`src/sar_adc_map.svh`:
```
// Register offsets, field positions, reset values and timing counts of the ADC sequencer
`ifndef SAR_ADC_MAP_SVH
`define SAR_ADC_MAP_SVH
// Register byte offsets
`define ADC_CTRL_OFS 12'h000
`define ADC_CFG_OFS 12'h004
`define ADC_PINS_OFS 12'h008
`define ADC_RES_OFS 12'h00c
`define ADC_STAT_OFS 12'h010
`define ADC_MASK_OFS 12'h014
// Control register fields
`define CTRL_EN_BIT 0
`define CTRL_START_BIT 1
`define CTRL_IRQEN_BIT 2
`define CTRL_GIE_BIT 3
// Configuration register fields
`define CFG_DIV_LSB 0
`define CFG_SW_LSB 2
`define CFG_RES_LSB 4
`define CFG_VHS_LSB 6
`define CFG_EXTREF_BIT 8
`define CFG_CHS_LSB 9
`define CFG_GLOBAL_CHANNEL_SELECT_BIT 13
// Status fields
`define STAT_EOC_BIT 0
`define STAT_BUSY_BIT 1
// Reset values
`define CFG_RST 14'h0000
`define PINS_RST 16'h0000
`define MASK_RST 1'h1
// Timing: fixed phases besides sampling and bit decisions
`define CONV_EXTRA_CLKS 4'h2
`endif

```
`src/sar_adc_pkg.sv`:
```
// Types shared by the ADC sequencer files
`default_nettype none
package sar_adc_pkg;
	typedef enum logic [1:0] {IDLE, SAMPLE, CONVERT, FINISH} seq_state_t;
endpackage
`default_nettype wire

```
`src/conv_clock_gen.sv`:
```
// Converter clock tick generator dividing the CPU clock
`include "sar_adc_map.svh"
`default_nettype none
module conv_clock_gen (
	// Clock and reset
	input wire logic mclk,
	input wire logic rst,
	input wire logic clkEn,
	// Control
	input wire logic run,
	input wire logic [1:0] divSel,
	// Tick out
	output logic tick
);
	typedef struct packed {
		logic [3:0] cnt;
	} div_state_t;
	div_state_t s_r, s_nxt;
	logic [3:0] lim;
	// Divide ratio decode, 00:16 01:8 10:1 11:2
	always_comb
	begin
		case (divSel)
			2'h0: lim = 4'hf;
			2'h1: lim = 4'h7;
			2'h2: lim = 4'h0;
			default: lim = 4'h1;
		endcase
		s_nxt = s_r;
		if (!run)
			s_nxt.cnt = 4'h0;
		else if (s_r.cnt >= lim)
			s_nxt.cnt = 4'h0;
		else
			s_nxt.cnt = s_r.cnt + 4'h1;
	end
	assign tick = run && (s_r.cnt >= lim);
	// State register
	always_ff @(posedge mclk or posedge rst)
	begin
		if (rst)
			s_r <= '0;
		else if (clkEn)
			s_r <= s_nxt;
	end
endmodule
`default_nettype wire

```
`src/sar_adc_sequencer.sv`:
```
// SAR ADC control, sequencing and APB register file
`include "sar_adc_map.svh"
`default_nettype none
module sar_adc_sequencer (
	// Clock, reset, enable
	input wire logic mclk,
	input wire logic rst,
	input wire logic clkEn,
	// APB slave
	input wire logic psel,
	input wire logic penable,
	input wire logic pwrite,
	input wire logic [11:0] paddr,
	input wire logic [31:0] pwdata,
	output logic [31:0] prdata,
	output logic pready,
	output logic pslverr,
	// Analog front end
	input wire logic compOut,
	output logic sampleHold,
	output logic [11:0] dacCode,
	output logic converterEnable,
	output logic refExternal,
	output logic [1:0] refInternal,
	output logic [12:0] muxSelect,
	// Pin analog mode
	output logic [15:0] digInDisable,
	// Interrupt
	output logic irq
);
	typedef struct packed {
		sar_adc_pkg::seq_state_t st;
		logic en;
		logic irqEn;
		logic global_irq_enable;
		logic [13:0] cfg;
		logic [15:0] pins;
		logic [11:0] sar;
		logic [11:0] res;
		logic [3:0] bitIdx;
		logic [3:0] cnt;
		logic eoc;
		logic stat;
		logic mask;
		logic [31:0] rdata;
	} adc_state_t;
	adc_state_t s_r, s_nxt;
	logic tick;
	logic wrAcc, rdAcc;
	logic [3:0] swClks;
	logic [3:0] nBits;
	logic [11:0] resAligned;
	logic eocRise;
	// Comparator settles in-cycle from the registered trial code, so it is read directly;
	// a two-flop delay would judge stale trial codes at divide by one and two
	// converter clock divider
	conv_clock_gen conv_clock_gen_inst (
		.mclk(mclk),
		.rst(rst),
		.clkEn(clkEn),
		.run(s_r.en),
		.divSel(s_r.cfg[`CFG_DIV_LSB +: 2]),
		.tick(tick)
	);
	// ------------------------------------------------------------
	// Configuration decode
	// ------------------------------------------------------------
	always_comb
	begin
		case (s_r.cfg[`CFG_SW_LSB +: 2])
			2'h0: swClks = 4'h1;
			2'h1: swClks = 4'h2;
			2'h2: swClks = 4'h4;
			default: swClks = 4'h8;
		endcase
		case (s_r.cfg[`CFG_RES_LSB +: 2])
			2'h0: nBits = 4'h8;
			2'h1: nBits = 4'ha;
			default: nBits = 4'hc;
		endcase
	end
	assign wrAcc = psel && penable && pwrite;
	assign rdAcc = psel && penable && !pwrite;
	assign eocRise = s_nxt.eoc && !s_r.eoc;
	// Result right-aligned to the chosen bit count
	assign resAligned = s_r.sar >> (4'hc - nBits);
	// ------------------------------------------------------------
	// Sequencer and registers
	// ------------------------------------------------------------
	always_comb
	begin
		s_nxt = s_r;
		// Register writes
		if (wrAcc)
		begin
			case (paddr)
				`ADC_CTRL_OFS:
				begin
					s_nxt.en = pwdata[`CTRL_EN_BIT];
					s_nxt.irqEn = pwdata[`CTRL_IRQEN_BIT];
					s_nxt.global_irq_enable = pwdata[`CTRL_GIE_BIT];
				end
				`ADC_CFG_OFS: s_nxt.cfg = pwdata[13:0];
				`ADC_PINS_OFS: s_nxt.pins = pwdata[15:0];
				`ADC_MASK_OFS: s_nxt.mask = pwdata[0];
				default: s_nxt.en = s_nxt.en;
			endcase
		end
		// Read of status clears sticky bit
		if (rdAcc && paddr == `ADC_STAT_OFS)
			s_nxt.stat = 1'b0;
		case (s_r.st)
			sar_adc_pkg::IDLE:
			begin
				if (wrAcc && paddr == `ADC_CTRL_OFS && pwdata[`CTRL_START_BIT]
					&& pwdata[`CTRL_EN_BIT] && s_r.en)
				begin
					s_nxt.eoc = 1'b0;
					s_nxt.cnt = 4'h0;
					s_nxt.sar = 12'h800;
					s_nxt.bitIdx = 4'hb;
					s_nxt.st = sar_adc_pkg::SAMPLE;
				end
			end
			sar_adc_pkg::SAMPLE:
			begin
				if (tick)
				begin
					if (s_r.cnt == swClks - 4'h1)
					begin
						s_nxt.cnt = 4'h0;
						s_nxt.st = sar_adc_pkg::CONVERT;
					end
					else
						s_nxt.cnt = s_r.cnt + 4'h1;
				end
			end
			sar_adc_pkg::CONVERT:
			begin
				if (tick)
				begin
					if (!compOut)
						s_nxt.sar[s_r.bitIdx] = 1'b0;
					if (s_r.cnt == nBits - 4'h1)
					begin
						s_nxt.cnt = 4'h0;
						s_nxt.st = sar_adc_pkg::FINISH;
					end
					else
					begin
						s_nxt.cnt = s_r.cnt + 4'h1;
						s_nxt.bitIdx = s_r.bitIdx - 4'h1;
						s_nxt.sar[s_r.bitIdx - 4'h1] = 1'b1;
					end
				end
			end
			sar_adc_pkg::FINISH:
			begin
				if (tick)
				begin
					if (s_r.cnt == `CONV_EXTRA_CLKS - 4'h1)
					begin
						s_nxt.eoc = 1'b1;
						s_nxt.st = sar_adc_pkg::IDLE;
					end
					else
						s_nxt.cnt = s_r.cnt + 4'h1;
				end
			end
			default: s_nxt.st = sar_adc_pkg::IDLE;
		endcase
		if (!s_nxt.en)
			s_nxt.st = sar_adc_pkg::IDLE;
		// latch result at end flag rise
		if (s_nxt.eoc && !s_r.eoc)
			s_nxt.res = resAligned;
		// interrupt event on rise, set wins over clear
		if (s_nxt.eoc && !s_r.eoc && s_r.irqEn && s_r.global_irq_enable)
			s_nxt.stat = 1'b1;
		// Read data captured at setup
		s_nxt.rdata = 32'h0;
		case (paddr)
			`ADC_CTRL_OFS: s_nxt.rdata = {28'h0, s_r.global_irq_enable, s_r.irqEn,
				s_r.st != sar_adc_pkg::IDLE, s_r.en};
			`ADC_CFG_OFS: s_nxt.rdata = {18'h0, s_r.cfg};
			`ADC_PINS_OFS: s_nxt.rdata = {16'h0, s_r.pins};
			`ADC_RES_OFS: s_nxt.rdata = {20'h0, s_r.res};
			`ADC_STAT_OFS: s_nxt.rdata = {29'h0, s_r.stat,
				s_r.st != sar_adc_pkg::IDLE, s_r.eoc};
			`ADC_MASK_OFS: s_nxt.rdata = {31'h0, s_r.mask};
			default: s_nxt.rdata = 32'h0;
		endcase
	end
	// State register
	always_ff @(posedge mclk or posedge rst)
	begin
		if (rst)
		begin
			s_r <= '0;
			s_r.cfg <= `CFG_RST;
			s_r.pins <= `PINS_RST;
			s_r.mask <= `MASK_RST;
			s_r.eoc <= 1'b1;
		end
		else if (clkEn)
			s_r <= s_nxt;
	end
	// ------------------------------------------------------------
	// Outputs
	// ------------------------------------------------------------
	// APB answers with no wait state, slverr on unmapped address
	assign pready = 1'b1;
	assign prdata = s_r.rdata;
	assign pslverr = psel && penable && (paddr > `ADC_MASK_OFS || paddr[1:0] != 2'h0);
	assign sampleHold = (s_r.st == sar_adc_pkg::SAMPLE);
	assign dacCode = s_r.sar;
	assign converterEnable = s_r.en;
	assign refExternal = s_r.cfg[`CFG_EXTREF_BIT];
	assign refInternal = s_r.cfg[`CFG_VHS_LSB +: 2];
	assign digInDisable = s_r.pins;
	// one-hot mux select, none when global select low
	genvar gi;
	generate
		for (gi = 0; gi < 13; gi++)
		begin : g_mux
			assign muxSelect[gi] = s_r.cfg[`CFG_GLOBAL_CHANNEL_SELECT_BIT]
				&& (s_r.cfg[`CFG_CHS_LSB +: 4] == 4'(gi));
		end
	endgenerate
	assign irq = s_r.stat && s_r.mask;
	// ------------------------------------------------------------
	// Assertions
	// ------------------------------------------------------------
	property p_eoc_low_busy;
		@(posedge mclk) disable iff (rst)
		(s_r.st != sar_adc_pkg::IDLE) |-> !s_r.eoc;
	endproperty
	a_eoc_low_busy: assert property (p_eoc_low_busy)
		else $error("end flag high while busy");
	property p_irq_on_rise;
		@(posedge mclk) disable iff (rst)
		(clkEn && eocRise && s_r.irqEn && s_r.global_irq_enable) |=> s_r.stat;
	endproperty
	a_irq_on_rise: assert property (p_irq_on_rise)
		else $error("interrupt not set on end flag rise");
	property p_no_irq_disabled;
		@(posedge mclk) disable iff (rst)
		(clkEn && eocRise && !s_r.global_irq_enable && !s_r.stat) |=> !s_r.stat;
	endproperty
	a_no_irq_disabled: assert property (p_no_irq_disabled)
		else $error("interrupt set while globally disabled");
	property p_result_latch;
		@(posedge mclk) disable iff (rst)
		(clkEn && eocRise) |=> (s_r.res == $past(resAligned));
	endproperty
	a_result_latch: assert property (p_result_latch)
		else $error("result not latched");
	property p_idle_when_off;
		@(posedge mclk) disable iff (rst)
		!s_r.en |-> (s_r.st == sar_adc_pkg::IDLE);
	endproperty
	a_idle_when_off: assert property (p_idle_when_off)
		else $error("converting while disabled");
	property p_mux_off;
		@(posedge mclk) disable iff (rst)
		!s_r.cfg[`CFG_GLOBAL_CHANNEL_SELECT_BIT] |-> (muxSelect == 13'h0);
	endproperty
	a_mux_off: assert property (p_mux_off)
		else $error("mux connected without global select");
	property p_div1_tick;
		@(posedge mclk) disable iff (rst)
		(s_r.en && s_r.cfg[`CFG_DIV_LSB +: 2] == 2'h2 && $stable(s_r.cfg)) |-> tick;
	endproperty
	a_div1_tick: assert property (p_div1_tick)
		else $error("divide by one missing tick");
	property p_sample_len;
		@(posedge mclk) disable iff (rst)
		(clkEn && s_r.st == sar_adc_pkg::SAMPLE && s_r.cnt < swClks - 4'h1 && tick)
		|=> (s_r.st == sar_adc_pkg::SAMPLE) || !s_r.en;
	endproperty
	a_sample_len: assert property (p_sample_len)
		else $error("sampling ended early");
endmodule
`default_nettype wire

```
`config.mk`:
```
export PLATFORM = sky130hd
export DESIGN_NAME = sar_adc_sequencer
export DESIGN_NICKNAME = d
export VERILOG_FILES = /design/src/sar_adc_pkg.sv /design/src/conv_clock_gen.sv /design/src/sar_adc_sequencer.sv
export VERILOG_INCLUDE_DIRS = /design/src
export SDC_FILE = /design/constraint.sdc
export NUM_CORES = 1
export LEC_CHECK = 0
export BUFFER_PORTS_ARGS = -buffer_cell sky130_fd_sc_hd__buf_4
export CORE_ASPECT_RATIO = 1.2
export CORE_MARGIN = 4
export CORE_UTILIZATION = 60
export CTS_BUF_LIST = sky130_fd_sc_hd__clkbuf_8
export DETAILED_ROUTE_END_ITERATION = 12
export PLACE_DENSITY = 0.95
export SLEW_MARGIN = 20
export SYNTH_ARGS = -nofsm -noshare
export SYNTH_HDL_FRONTEND = slang
export SYNTH_SLANG_ARGS = --single-unit
```
`constraint.sdc`:
```
create_clock -name mclk -period 8.7 [get_ports mclk]
set_clock_uncertainty 0.1 [all_clocks]
set_input_delay 1.305 -clock mclk [delete_from_list [all_inputs] [get_ports mclk]]
set_output_delay 1.305 -clock mclk [all_outputs]
set_load 0.005 [all_outputs]
```
==> key figures <==
Routing
  – Via count: 4,646
  – Drt pass-1 iters: 6
  – Aggregate routed wire length: 13.54 mm
  – Vias per cell: 6.364
  – Count of unresolved DRC violations after routing: 0
  – Avg WL per Cell: 18.55 um
  – First DRT Iteration DRCs: 487
  – Count of nets left with antenna violations after detail routing: 0

Logic synthesis
  – Synthesized area per cell: 9.677 um2
  – Cells after synthesis: 575
  – Number of distinct standard cells referenced by the synthesized netlist: 66
  – Number of enable-type register cells in the synthesized netlist: 0
  – Area of the mapped netlist: around 5600 um2
  – Sequential area share after synthesis: 40.52%
  – Number of register bits inferred by synthesis: 90
  – Count of warnings emitted by yosys: 0
  – Share of synthesized registers carrying an async set or reset: 100.0%
  – Dominant synthesized flop cell: sky130_fd_sc_hd__dfrtp_1

Hold path
  – Hold Crit Start: refInternal[0]
  – Worst Hold Depth: 2
  – Worst hold path class: flip-flop to flip-flop

Final layout
  – Number of inserted diodes: 0
  – Synthesis-to-layout area growth: 9.265%
  – Core Util, Final: 67.30%
  – Non-filler instance count after layout: 730
  – Fin area: about 6000 um2
  – NumNets Final: around 670
  – Proportion of layout cells with a drive suffix above 1: 27.21%

Die
  – Floorplan die height: 113.5 um
  – Placeable core area: 9034 um2
  – Width of the chip: 95.91 um
  – Placement Rows: 38
  – Initial standard-cell utilization of the core: between 60% and 70%
  – Overall die area: 10,880 um2
  – Number of top-level design ports: around 130

Setup path
  – Series of cell instances along the critical path: buf_4 -> nor4_1 -> and3_1 -> a21oi_1 -> buf_4
  – Worst R2R Start: s_r[83]
  – Longest individual stage delay on the worst path: around 0.54 ns
  – Worst reg2reg path depth: 7
  – Kind of start point of the critical path: input pin
  – Critical path origin: paddr[10]
  – Arrival time reported for the critical path endpoint: approximately 2.6 ns
  – Start-to-end type of the worst setup path: input pin to primary output
  – Top fanout value on the critical path: 5
  – Capturing element type of the critical path: primary output
  – Worst-path cell with the longest stage delay: sky130_fd_sc_hd__nor4_1
  – Cell type with the highest occurrence count on the critical path: sky130_fd_sc_hd__buf_4
  – WP data required: 7.30 ns

Global routing
  – Largest net degree at the start of global routing: 91
  – Number of antenna violations at the first check in global routing: 0
  – Wire length of the first global-routing pass: approximately 22 mm
  – All-layer global routing usage: between 20 and 30%
  – Number of global-route vias before repair: 4,406
  – Remaining global-route overflow: 0

Place
  – Pre-CTS setup slack: roughly 4.8 ns
  – Cell Area, Placed: approximately 6000 um2
  – Input/output buffers: just under 100
  – Gpl congestion: approximately 0.89
  – Total half-perimeter wirelength after legalization and detailed placement: 9.860 mm
  – Placed cell count: between 700 and 800

STA
  – Setup repair after global routing missed its margin: false
  – Crit path time final: 3.955 ns
  – Fraction of the cycle the final worst path needs: 45.46%
  – Peak Freq: 252.9 MHz
  – Slew @ Worst Pin: 1.080 ns
  – Final hold violation count: 0
  – Final number of setup-violating endpoints: 0
  – Sum of negative setup slack: 0 ns
  – Slew HR: between 20% and 30%
  – Worst hold slack across all endpoints: 0.3999 ns
  – Fin. max-slew vios: 0
  – Final worst slack: 4.745 ns

CTS
  – Clock transition time at the flip-flop clock pins of the worst setup and hold paths: 0.09 ns
  – Clock latency reported for the late side of the worst-skew pair: 0.37 ns
  – Number of hold-repair buffers added at the cts stage: 0
  – Setup fix buffers added after clock tree synthesis: 0
  – H-tree depth: 3
  – Clock tree from TritonCTS: yes
  – Cts bufs inserted: 9
  – Clk sink count: 90
  – Post-cts resize count: 0
  – Clock root buffer: sky130_fd_sc_hd__clkbuf_8
  – Clk buf depth: 2

Power
  – Sw Ratio: 25.13%
  – Cell internal power dissipation: roughly 0.56 mW
  – Leakage component of the power: 2.839 nW
  – Max IR drop VDD: 0.00008035 V
  – Power density over cell area: between 100 and 150 nW/um2
  – Design Power: 0.7455 mW
  – Switching power total: 0.1874 mW
  – Part of the power in the clock network: between 30 and 40%
  – Share of power burned in combinational logic: about 7.4%
  – Sequential share of power: 58.2%

Outcome
  – Status: finished clean

Job
  – Max-cap check violation count: 0
==> sequential cells by signal (all words and copies together) (netlist names) <==
register / flops
conv_clock_gen_inst.s_r: 4
converterEnable: 1
refExternal: 1
s_r: 38
digInDisable: 16
prdata: 16
refInternal: 2
dacCode: 12
==> critical path: cells and delay by family <==
kind | cells | cell delay (ns)
AO/OA/AOI/OAI | 1 | 0.10
AND/OR/NAND/NOR | 2 | 0.89
buffers and inverters | 2 | 0.25
==> cells in the mapped netlist, drive strengths merged, types with 3 or more instances <==
cell type / number / share of area (%)
a21o: 4 / 0.54
a21oi: 16 / 1.4
a222oi: 8 / 1.4
a22o: 4 / 0.63
a22oi: 5 / 0.67
a2bb2oi: 3 / 0.47
a31oi: 7 / 0.79
a32o: 7 / 1.3
a41o: 4 / 0.72
and2: 4 / 0.45
and3: 5 / 0.56
buf: 74 / 9.6
clkbuf: 22 / 1.5
dfrtp: 88 / 40
ha: 17 / 3.8
inv: 17 / 1.1
mux2: 36 / 7.3
mux2i: 13 / 2.3
nand2: 53 / 3.6
nand2b: 10 / 1.1
nand3: 16 / 1.4
nand3b: 4 / 0.54
nand4: 6 / 0.67
nor2: 34 / 2.3
nor2b: 5 / 0.56
nor3: 12 / 1.1
nor3b: 3 / 0.40
nor4: 6 / 1.1
o211ai: 3 / 0.40
o21ai: 29 / 2.6
o22ai: 3 / 0.34
o2bb2ai: 10 / 1.6
o31ai: 8 / 1.1
o41ai: 3 / 0.47
or3: 4 / 0.47
or3b: 4 / 0.63
or4: 3 / 0.40
==> cells in the final DEF, fill, tap and decap left out, types with 3 or more instances in the layout <==
cell type | Yosys | final
sky130_fd_sc_hd__buf_4 | 63 | 99
sky130_fd_sc_hd__dfrtp_1 | 88 | 88
sky130_fd_sc_hd__nand2_1 | 53 | 53
sky130_fd_sc_hd__mux2_2 | 36 | 36
sky130_fd_sc_hd__nor2_1 | 33 | 33
sky130_fd_sc_hd__o21ai_0 | 21 | 21
sky130_fd_sc_hd__inv_1 | 17 | 18
sky130_fd_sc_hd__ha_1 | 17 | 17
sky130_fd_sc_hd__conb_1 | 2 | 17
sky130_fd_sc_hd__nand3_1 | 16 | 16
sky130_fd_sc_hd__a21oi_1 | 16 | 16
sky130_fd_sc_hd__mux2i_1 | 13 | 13
sky130_fd_sc_hd__nor3_1 | 12 | 12
sky130_fd_sc_hd__nand2b_1 | 10 | 10
sky130_fd_sc_hd__o2bb2ai_1 | 10 | 10
sky130_fd_sc_hd__clkbuf_8 | 0 | 10
sky130_fd_sc_hd__o21ai_1 | 8 | 8
sky130_fd_sc_hd__o31ai_1 | 8 | 8
sky130_fd_sc_hd__a222oi_1 | 8 | 8
sky130_fd_sc_hd__a31oi_1 | 7 | 7
sky130_fd_sc_hd__a32o_1 | 7 | 7
sky130_fd_sc_hd__nand4_1 | 6 | 6
sky130_fd_sc_hd__and3_1 | 5 | 5
sky130_fd_sc_hd__nor2b_1 | 5 | 5
sky130_fd_sc_hd__a22oi_1 | 5 | 5
sky130_fd_sc_hd__nor4_1 | 4 | 4
sky130_fd_sc_hd__a21o_1 | 4 | 4
sky130_fd_sc_hd__and2_1 | 4 | 4
sky130_fd_sc_hd__a22o_1 | 4 | 4
sky130_fd_sc_hd__nand3b_1 | 4 | 4
sky130_fd_sc_hd__a41o_1 | 4 | 4
sky130_fd_sc_hd__or4_1 | 3 | 3
sky130_fd_sc_hd__a2bb2oi_1 | 3 | 3
sky130_fd_sc_hd__or3b_2 | 3 | 3
sky130_fd_sc_hd__o41ai_1 | 3 | 3
sky130_fd_sc_hd__or3_1 | 3 | 3
sky130_fd_sc_hd__o22ai_1 | 3 | 3
sky130_fd_sc_hd__nor3b_1 | 3 | 3
sky130_fd_sc_hd__o211ai_1 | 3 | 3
sky130_fd_sc_hd__clkinvlp_4 | 0 | 3
==> cell type report <==
type | count | area (um2)
fill | 662 | 2954
clock buffer | 10 | 137.6
timing repair buffer | 100 | 754.5
tap | 120 | 150.1
clock inverter | 6 | 35.03
sequential | 90 | 2255
inverter | 17 | 65.06
multi-input combinational | 387 | 2683
==> cells by family (layout without fill, tap and decap cells) <==
group / count (synthesis) / count (layout) / synth area share [%]
compound gates: 126 / 126 / 16.46
xor+xnor: 1 / 1 / 0.1574
fa+ha+maj: 17 / 17 / 3.823
buf+inv: 113 / 133 / 12.28
flops: 90 / 90 / 40.52
mux: 50 / 50 / 10.03
other cells: 2 / 17 / 0.1350
simple gates: 176 / 176 / 16.60
==> worst paths after layout <==
path	end	slack [ns]
setup / recovery	pslverr	4.75
hold / removal	prdata[6]	0.40
setup reg to reg	s_r[39]	5.60
hold reg to reg	prdata[6]	0.40
max in group asynchronous	conv_clock_gen_inst.s_r[2]	6.89
min in group asynchronous	prdata[6]	1.03
==> power by group through the flow <==
stage	Clock (mW)	Sequential, mW	Combinational [mW]
after global routing	0.278	0.435	0.0615
final	0.256	0.434	0.0553
after global placement	0	0.441	0.0525
after CTS	0.258	0.434	0.0548
after detailed placement	0	0.442	0.0547
after floorplan	0	0.438	0.0398
==> per-layer routing <==
| metal | GRT usage [%] | routed length (um) | vias to the layer above |
|---|---|---|---|
| met2 | 44.81 | 7126 | 250 |
| met3 | 3.958 | 988 | 42 |
| met5 | 0 | 0 | - |
| met1 | 29.88 | 5048 | 2281 |
| li1 | - | - | 2073 |
| met4 | 9.867 | 375 | 0 |
(Power assumes the default switching activity.)
